<file path="src/pkg/dual_timer_map.svh">
// offsets, bit positions, reset values and counts of the dual timer block
// assumes: included by bare name from the package and the design file
`ifndef DUAL_TIMER_MAP_SVH
`define DUAL_TIMER_MAP_SVH

// register byte offsets on the apb slave
`define DT_OFS_MODE 8'h00
`define DT_OFS_CTRL 8'h04
`define DT_OFS_DIV 8'h08
`define DT_OFS_T0L 8'h0c
`define DT_OFS_T0H 8'h10
`define DT_OFS_T1L 8'h14
`define DT_OFS_T1H 8'h18
`define DT_OFS_STAT 8'h1c
`define DT_OFS_MASK 8'h20

// mode register field positions
`define DT_M0_LO 0
`define DT_M0_HI 1
`define DT_CT0 2
`define DT_M1_LO 4
`define DT_M1_HI 5
`define DT_CT1 6
// writable bits of the mode register, bits 7 and 3 reserved
`define DT_MODE_WMASK 8'h77

// control, divider, status and mask bit positions
`define DT_RUN0 0
`define DT_RUN1 1
`define DT_FD0 0
`define DT_FD1 1
`define DT_OVF0 0
`define DT_OVF1 1

// reset values
`define DT_RST_BYTE 8'h00
`define DT_RST_2BIT 2'h0

// slow timer tick is the system clock divided by this ratio
`define DT_PRESCALE 12
`define DT_PRE_W 4

`endif

</file>
<file path="src/pkg/dual_timer_pkg.sv">
// types shared by the dual timer block and its bench
// assumes: the map header sits beside it on the include path
package dual_timer_pkg;
`include "dual_timer_map.svh"

    // two-bit mode select, in field order 00, 01, 10, 11
    typedef enum logic [1:0] {
        MODE_13BIT,
        MODE_16BIT,
        MODE_RELOAD8,
        MODE_SPLIT
    } mode_e;

    // one step of a counter pair
    typedef struct packed {
        logic ovf;
        logic [7:0] hi;
        logic [7:0] lo;
    } step_s;

    // apb request from the master
    typedef struct packed {
        logic psel;
        logic penable;
        logic pwrite;
        logic [7:0] paddr;
        logic [31:0] pwdata;
    } apb_req_s;

    // apb answer from this slave
    typedef struct packed {
        logic pready;
        logic pslverr;
        logic [31:0] prdata;
    } apb_rsp_s;

endpackage

</file>
<file path="src/verilog/dual_legacy_timer_counter.sv">
// dual up-counting timer/counter with apb register access
// assumes: one system clock, apb master on the same clock, counter
// input pins asynchronous to the clock
//
// Function
// RULE1: first timer has four modes via field
// RULE2: codes 13bit, 16bit, reload8, split or halt
// RULE3: 13bit uses high byte plus low 5 bits
// RULE4: first overflow sets flag, masked interrupt
// RULE5: second 13bit overflow sets its flag
// RULE6: select 1 counts falling pin edges
// RULE7: select 0 counts divided system clock
// RULE8: divider bit 0 is /12, 1 undivided
// RULE9: run bit gates counting, value kept
// RULE10: software loads start value before running
// RULE11: 16bit uses both bytes, same behaviour
// RULE12: reload mode counts low, high holds reload
// RULE13: low wrap sets flag, copies high byte
// RULE14: second timer reload mode behaves identically
// RULE15: split low byte uses first timer controls
// RULE16: split high byte: divided clock, second controls
// RULE17: split mode stops the second counter
// RULE18: second timer has no split mode
// RULE19: pins synchronised, one count per edge
`timescale 1ns/1ps
`default_nettype none
`include "dual_timer_map.svh"

module dual_legacy_timer_counter (
    // clock and reset
    input wire logic i_clock,
    input wire logic i_nrst,
    // apb slave
    input wire dual_timer_pkg::apb_req_s i_apb,
    output var dual_timer_pkg::apb_rsp_s o_apb,
    // external counter inputs
    input wire logic i_first_counter_input_pin,
    input wire logic i_second_counter_input_pin,
    // interrupt
    output logic o_irq
);
    import dual_timer_pkg::*;

    ////////////////////////////////////////////////////////////////////
    // storage

    logic [7:0] timer_mode_register;
    logic [1:0] timer_control_register;
    logic [1:0] timer_divider_register;
    logic [7:0] first_timer_low_byte;
    logic [7:0] first_timer_high_byte;
    logic [7:0] second_timer_low_byte;
    logic [7:0] second_timer_high_byte;
    logic [1:0] timer_status;
    logic [1:0] timer_mask;
    logic [`DT_PRE_W-1:0] pre_cnt;
    logic [31:0] rd_data;
    logic rd_err;
    logic ready;
    logic irq;

    ////////////////////////////////////////////////////////////////////
    // helpers

    // true for any offset that holds a register
    function automatic logic known_addr(input logic [7:0] a);
        case (a)
            `DT_OFS_MODE, `DT_OFS_CTRL, `DT_OFS_DIV, `DT_OFS_T0L,
            `DT_OFS_T0H, `DT_OFS_T1L, `DT_OFS_T1H, `DT_OFS_STAT,
            `DT_OFS_MASK: known_addr = 1'b1;
            default: known_addr = 1'b0;
        endcase
    endfunction

    // one increment of a counter pair in the given mode
    function automatic step_s step(input mode_e m, input logic [7:0] hi,
                                   input logic [7:0] lo);
        logic [13:0] s13;
        logic [16:0] s16;
        logic [8:0] s8;
        s13 = {1'b0, hi, lo[4:0]} + 14'h0001;
        s16 = {1'b0, hi, lo} + 17'h00001;
        s8 = {1'b0, lo} + 9'h001;
        case (m)
            MODE_13BIT: begin
                // upper three low bits are not part of the count
                step = '{ovf: s13[13], hi: s13[12:5], lo: {lo[7:5], s13[4:0]}}; // RULE3
            end
            MODE_16BIT: begin
                step = '{ovf: s16[16], hi: s16[15:8], lo: s16[7:0]}; // RULE11
            end
            MODE_RELOAD8: begin
                // on wrap the low byte takes the reload value
                step = '{ovf: s8[8], hi: hi, lo: s8[8] ? hi : s8[7:0]}; // RULE12 RULE13
            end
            default: begin
                // split: low byte alone, high byte counted elsewhere
                step = '{ovf: s8[8], hi: hi, lo: s8[7:0]}; // RULE15
            end
        endcase
    endfunction

    ////////////////////////////////////////////////////////////////////
    // apb decode

    logic bus_setup;
    logic bus_done;
    logic wr_now;
    logic rd_stat;
    assign bus_setup = i_apb.psel & i_apb.penable & ~ready;
    assign bus_done = i_apb.psel & i_apb.penable & ready;
    assign wr_now = bus_done & i_apb.pwrite & known_addr(i_apb.paddr);
    assign rd_stat = bus_done & ~i_apb.pwrite & (i_apb.paddr == `DT_OFS_STAT);

    // write strobe for one offset
    function automatic logic wr_at(input logic [7:0] ofs);
        wr_at = wr_now && (i_apb.paddr == ofs);
    endfunction

    ////////////////////////////////////////////////////////////////////
    // pin synchronisers and falling edge detect

    logic [1:0] pin_in;
    logic [1:0] pin_fall;
    assign pin_in = {i_second_counter_input_pin, i_first_counter_input_pin};

    genvar g;
    generate
        for (g = 0; g < 2; g++) begin : gen_pin
            logic s1;
            logic s2;
            logic s3;
            logic level;
            // three stages; a level counts once the last two agree
            always_ff @(posedge i_clock or negedge i_nrst) begin
                if (!i_nrst) begin
                    s1 <= 1'b1;
                    s2 <= 1'b1;
                    s3 <= 1'b1;
                    level <= 1'b1;
                end else begin
                    s1 <= pin_in[g];
                    s2 <= s1;
                    s3 <= s2;
                    if (s2 == s3) begin
                        level <= s3; // RULE19
                    end
                end
            end
            // a high to low settle gives exactly one pulse
            assign pin_fall[g] = level & ~s2 & ~s3; // RULE19
        end
    endgenerate

    ////////////////////////////////////////////////////////////////////
    // prescaler: free running, so a timer tick is never longer than 12

    logic pre_tick;
    assign pre_tick = (pre_cnt == `DT_PRE_W'(`DT_PRESCALE - 1));

    always_ff @(posedge i_clock or negedge i_nrst) begin
        if (!i_nrst) begin
            pre_cnt <= '0;
        end else begin
            pre_cnt <= pre_tick ? '0 : pre_cnt + `DT_PRE_W'(1); // RULE8
        end
    end

    ////////////////////////////////////////////////////////////////////
    // count sources and enables

    mode_e m0;
    mode_e m1;
    logic split;
    logic [1:0] base;
    logic [1:0] src;
    logic inc0;
    logic inc0h;
    logic inc1;
    step_s s0;
    step_s s1;
    logic ovf0;
    logic ovf0h;
    logic ovf1;
    logic [1:0] set_flag;

    assign m0 = mode_e'(timer_mode_register[`DT_M0_HI:`DT_M0_LO]); // RULE1
    assign m1 = mode_e'(timer_mode_register[`DT_M1_HI:`DT_M1_LO]);
    assign split = (m0 == MODE_SPLIT); // RULE2

    // divided clock: /12 unless the divider bit asks for fsys
    assign base[0] = timer_divider_register[`DT_FD0] | pre_tick; // RULE8
    assign base[1] = timer_divider_register[`DT_FD1] | pre_tick; // RULE8

    // timer or counter source per timer
    assign src[0] = timer_mode_register[`DT_CT0] ? pin_fall[0] : base[0]; // RULE6 RULE7
    assign src[1] = timer_mode_register[`DT_CT1] ? pin_fall[1] : base[1]; // RULE6 RULE7

    // first timer, or its low byte in split mode
    assign inc0 = timer_control_register[`DT_RUN0] & src[0]; // RULE9 RULE15
    // split high byte: divided clock only, second run bit
    assign inc0h = split & timer_control_register[`DT_RUN1] & base[0]; // RULE16
    // second timer halts on code 11 and while split borrows its run bit
    assign inc1 = timer_control_register[`DT_RUN1] & src[1] & ~split
                  & (m1 != MODE_SPLIT); // RULE2 RULE17 RULE18

    assign s0 = step(m0, first_timer_high_byte, first_timer_low_byte);
    assign s1 = step(m1, second_timer_high_byte, second_timer_low_byte); // RULE14

    assign ovf0 = inc0 & s0.ovf; // RULE4
    assign ovf0h = inc0h & (first_timer_high_byte == 8'hff); // RULE16
    assign ovf1 = inc1 & s1.ovf; // RULE5
    assign set_flag = {ovf1 | ovf0h, ovf0};

    ////////////////////////////////////////////////////////////////////
    // configuration registers

    always_ff @(posedge i_clock or negedge i_nrst) begin
        if (!i_nrst) begin
            timer_mode_register <= `DT_RST_BYTE;
            timer_control_register <= `DT_RST_2BIT;
            timer_divider_register <= `DT_RST_2BIT;
            timer_mask <= `DT_RST_2BIT;
        end else begin
            if (wr_at(`DT_OFS_MODE)) begin
                timer_mode_register <= i_apb.pwdata[7:0] & `DT_MODE_WMASK;
            end
            if (wr_at(`DT_OFS_CTRL)) begin
                timer_control_register <= i_apb.pwdata[1:0];
            end
            if (wr_at(`DT_OFS_DIV)) begin
                timer_divider_register <= i_apb.pwdata[1:0];
            end
            if (wr_at(`DT_OFS_MASK)) begin
                timer_mask <= i_apb.pwdata[1:0];
            end
        end
    end

    ////////////////////////////////////////////////////////////////////
    // first timer bytes; a bus write wins over a count in the same cycle

    always_ff @(posedge i_clock or negedge i_nrst) begin
        if (!i_nrst) begin
            first_timer_low_byte <= `DT_RST_BYTE;
            first_timer_high_byte <= `DT_RST_BYTE;
        end else begin
            if (wr_at(`DT_OFS_T0L)) begin
                first_timer_low_byte <= i_apb.pwdata[7:0];
            end else if (inc0) begin
                first_timer_low_byte <= s0.lo; // RULE13
            end
            if (wr_at(`DT_OFS_T0H)) begin
                first_timer_high_byte <= i_apb.pwdata[7:0];
            end else if (inc0h) begin
                first_timer_high_byte <= first_timer_high_byte + 8'h01; // RULE16
            end else if (inc0 && !split) begin
                first_timer_high_byte <= s0.hi; // RULE11
            end
        end
    end

    ////////////////////////////////////////////////////////////////////
    // second timer bytes

    always_ff @(posedge i_clock or negedge i_nrst) begin
        if (!i_nrst) begin
            second_timer_low_byte <= `DT_RST_BYTE;
            second_timer_high_byte <= `DT_RST_BYTE;
        end else begin
            if (wr_at(`DT_OFS_T1L)) begin
                second_timer_low_byte <= i_apb.pwdata[7:0];
            end else if (inc1) begin
                second_timer_low_byte <= s1.lo; // RULE14
            end
            if (wr_at(`DT_OFS_T1H)) begin
                second_timer_high_byte <= i_apb.pwdata[7:0];
            end else if (inc1) begin
                second_timer_high_byte <= s1.hi;
            end
        end
    end

    ////////////////////////////////////////////////////////////////////
    // sticky flags: a read clears only the bits it reported, so an
    // overflow landing between capture and completion is kept

    always_ff @(posedge i_clock or negedge i_nrst) begin
        if (!i_nrst) begin
            timer_status <= `DT_RST_2BIT;
        end else if (rd_stat) begin
            timer_status <= (timer_status & ~rd_data[1:0]) | set_flag; // RULE4
        end else begin
            timer_status <= timer_status | set_flag; // RULE4 RULE5
        end
    end

    // level interrupt while an unmasked flag stands
    always_ff @(posedge i_clock or negedge i_nrst) begin
        if (!i_nrst) begin
            irq <= 1'b0;
        end else begin
            irq <= |(timer_status & timer_mask); // RULE4
        end
    end

    ////////////////////////////////////////////////////////////////////
    // apb answer: one wait state, data captured in the first access cycle

    always_ff @(posedge i_clock or negedge i_nrst) begin
        if (!i_nrst) begin
            ready <= 1'b0;
            rd_err <= 1'b0;
            rd_data <= '0;
        end else begin
            ready <= bus_setup;
            // error stands only beside pready, so pslverr comes straight off a flop
            rd_err <= bus_setup & ~known_addr(i_apb.paddr);
            if (bus_setup) begin
                rd_data <= '0;
                if (!i_apb.pwrite) begin
                    case (i_apb.paddr)
                        `DT_OFS_MODE: rd_data[7:0] <= timer_mode_register;
                        `DT_OFS_CTRL: rd_data[1:0] <= timer_control_register;
                        `DT_OFS_DIV: rd_data[1:0] <= timer_divider_register;
                        `DT_OFS_T0L: rd_data[7:0] <= first_timer_low_byte;
                        `DT_OFS_T0H: rd_data[7:0] <= first_timer_high_byte;
                        `DT_OFS_T1L: rd_data[7:0] <= second_timer_low_byte;
                        `DT_OFS_T1H: rd_data[7:0] <= second_timer_high_byte;
                        `DT_OFS_STAT: rd_data[1:0] <= timer_status;
                        `DT_OFS_MASK: rd_data[1:0] <= timer_mask;
                        default: rd_data <= '0;
                    endcase
                end
            end
        end
    end

    // every field of the answer is a register
    assign o_apb = '{pready: ready, pslverr: rd_err, prdata: rd_data};
    assign o_irq = irq;
endmodule
`default_nettype wire
</file>
<file path="config.mk">
export PLATFORM = sky130hd
export DESIGN_NAME = dual_legacy_timer_counter
export DESIGN_NICKNAME = d
export VERILOG_FILES = /design/src/pkg/dual_timer_pkg.sv /design/src/verilog/dual_legacy_timer_counter.sv
export VERILOG_INCLUDE_DIRS = /design/src /design/src/pkg
export SDC_FILE = /design/constraint.sdc
export NUM_CORES = 1
export LEC_CHECK = 0
export ABC_CLOCK_PERIOD_IN_PS = 6000
export BUFFER_PORTS_ARGS = -buffer_cell sky130_fd_sc_hd__buf_2
export CORE_ASPECT_RATIO = 1.25
export CORE_MARGIN = 1.5
export CORE_UTILIZATION = 40
export CTS_BUF_LIST = sky130_fd_sc_hd__clkbuf_16
export DETAILED_ROUTE_END_ITERATION = 12
export HOLD_SLACK_MARGIN = 0.02
export PLACE_DENSITY = 0.71
export SYNTH_ARGS = -nofsm -noshare
export SYNTH_HDL_FRONTEND = slang
export SYNTH_SLANG_ARGS = --single-unit
export TNS_END_PERCENT = 30
</file>
<file path="constraint.sdc">
create_clock -name i_clock -period 6 [get_ports i_clock]
set_clock_uncertainty 0.2 [all_clocks]
set_input_delay 1.2 -clock i_clock [delete_from_list [all_inputs] [get_ports i_clock]]
set_output_delay 1.2 -clock i_clock [all_outputs]
set_load 0.02 [all_outputs]
</file>
==> impl_results.md <==
* Post-synth EDFFs at 0
* F_max at 0.296 GHz
* # clock sinks at 69
* Starting Density at 0.408
* GP Congestion at 0.960
* CP Max Fanout at 15
* Final setup viols at 0
* Top FF cell, synth: dfrtp_1
* Layout cells sized above 1 at 0.151
* Slew of the pin with the lowest slew margin at 1.10 ns
* Synthesized area at 4690 µm²
* Worst Hold Launch: gen_pin[1].s1
* WS Path Type: input pin to flop
* Total negative setup slack at 0 ns
* WL final at 12900 µm
* Via count at 4172
* Worst-path clk slew at 0.05 ns
* Worst setup SP type: input pin
* Yosys warns at 0
* Yosys cell types at 67
* Fin crit period at 3.37 ns
* Die X at 99.9 µm
* Die area at 12400 µm²
* First-pass GRT wire length at 20600 µm
* Vias per cell at 5.94
* WP data arrival at 3.33 ns
* H-tree depth at 3
* 1st-iter DRT viols at 394
* RSZ-0062 raised after global routing: no
* Post CTS Setup Buffer Count at 0
* VDD IR max at 0.133 mV
* Hpwl dp at 9460 µm
* IO buf count at 33
* Residual DRC at 0
* Hold Buf Count CTS at 0
* Mean Syn Cell Area at 8.70 µm²
* Post_cts resized at 0
* Fin. Hold Viols at 0
* Place WS at 2.35 ns
* Drt first pass iters at 5
* Post-synth top area share at 0.325
* Top cells by area, synth: dfrtp_1 (33%), nand2_1 (5.0%), buf_4 (4.5%)
* Synth async-reset ratio at 1.00
* Post-DRT Antenna Nets at 0
* Yosys reg bits at 69
* Sequential area share after synthesis at 0.370
* Setup crit end kind: flop
* Site row count at 44
* Reg2reg start: gen_pin[0].level
* Die Ht at 124 µm
* Final Cycle Share at 0.562
* Status: finished clean
* Crit path from: i_apb[35]
* Ports at 82
* Final setup margin at 2.63 ns
* Most frequent cells in the layout: nand2_1 (63), dfrtp_1 (61), nor2_1 (52)
* GRT Total Usage at 0.217
* Clock root buffer: clkbuf_16
* Final Max Tran Viols at 0
* Maximum root-to-sink buffer count at 2
* Core Footprint at 11500 µm²
* # diodes at 0
* Final net count at 610
* Most common cell after layout, fill and taps aside: nand2_1
* Synthesized instance count at 539
* Max-Cap Viols at 0
* Layout overhead on the synthesized area at 8.38%
* Antenna violations before repair at 0
* CP required at 5.96 ns
* Largest net degree at the start of global routing at 70
* Clk Latency, worst-skew pair at 0.34 ns
* CTS tree: built
* Wire per inst at 18.4 µm
* Largest area contributor in the netlist: dfrtp_1
* Vias in the first global route at 3923
* TritonCTS Buffers at 9
* Max_slew headroom at 0.264
* GRT overflow at 0
* Leakage at 0.00203 µW
* Worst Hold Class: flop to flop
* Total power per unit cell area at 202 nW/µm²
-- through the flow --
step	cell area, µm²	power [µW]	hold WS (ns)	instances	util
floorplan	4780	546	0.145	562	-
global placement	4830	566	0.146	686	0.420
detailed placement	4830	567	0.148	686	0.420
CTS	5080	1030	0.154	702	0.442
global route	5080	1060	0.153	702	0.442
finish	5080	1020	0.152	702	0.442
-- area by class of cell --
| cell class | instances | area (µm²) |
|---|---|---|
| clock buffer | 9 | 225 |
| clock inverter | 7 | 28.8 |
| fill | 1115 | 6420 |
| inverter | 8 | 30.0 |
| multi-input combinational | 437 | 2720 |
| sequential | 69 | 1740 |
| tap | 138 | 173 |
| timing repair buffer | 34 | 173 |
-- cells in the mapped netlist, types with 5 or more instances --
cell type	instances
nand2_1	63
dfrtp_1	61
nor2_1	52
o21ai_0	38
a21oi_1	33
buf_4	28
nand3_1	20
mux2_2	18
xnor2_1	18
nor3_1	16
clkbuf_1	14
mux2i_1	14
and3_1	10
a31oi_1	9
a22o_1	8
dfstp_2	8
inv_1	8
and4_1	7
o211ai_1	7
xor2_1	7
buf_2	6
nor4_1	6
or3_1	6
nand2b_1	5
nand3b_1	5
o22ai_1	5
o31ai_1	5
-- report_power, final --
part / internal, µW / switching, µW / total (µW)
Clock: 270 / 194 / 464
Sequential: 475 / 6.31 / 481
Combinational: 22.2 / 57.4 / 79.6
Total: 767 / 258 / 1020
-- worst max-delay path: stages --
cell and delay (ns):
buf_2 0.21, nor3_1 0.48, nand2b_1 0.28, nor3_1 0.89
o21ai_0 0.26
-- logic make-up after synthesis --
family,share of synthesized area
compound gates,0.197
flops,0.370
simple gates,0.224
mux,0.0779
xor+xnor,0.0467
other cells,0.000799
buf+inv,0.0688
fa+ha+maj,0.0149
-- path summary, 6_finish.rpt --
path / to / slack (ns) / depth (start not counted)
setup / recovery: first_timer_high_byte[2] / 2.63 / 5
hold / removal: gen_pin[1].s2 / 0.15 / 0
setup reg to reg: first_timer_high_byte[4] / 3.32 / 6
hold reg to reg: gen_pin[1].s2 / 0.15 / 0
max in group asynchronous: second_timer_high_byte[4] / 4.13 / 2
min in group asynchronous: pre_cnt[2] / 0.89 / 2
-- state kept, by name, summed over array words and instances (netlist names), 4 cells and up --
signal,flops
rd_data,8
second_timer_high_byte,8
pre_cnt,4
second_timer_low_byte,8
timer_mode_register,6
first_timer_high_byte,8
first_timer_low_byte,8
-- routing by layer --
metal / vias to the layer above / GRT usage / part of all wire
met5: - / 0 / 0
met4: 0 / 0.122 / 0.047
met3: 41 / 0.0387 / 0.047
met2: 158 / 0.364 / 0.50
met1: 2016 / 0.264 / 0.41
li1: 1957 / - / -
No activity file was read; power rests on OpenSTA's default activity.
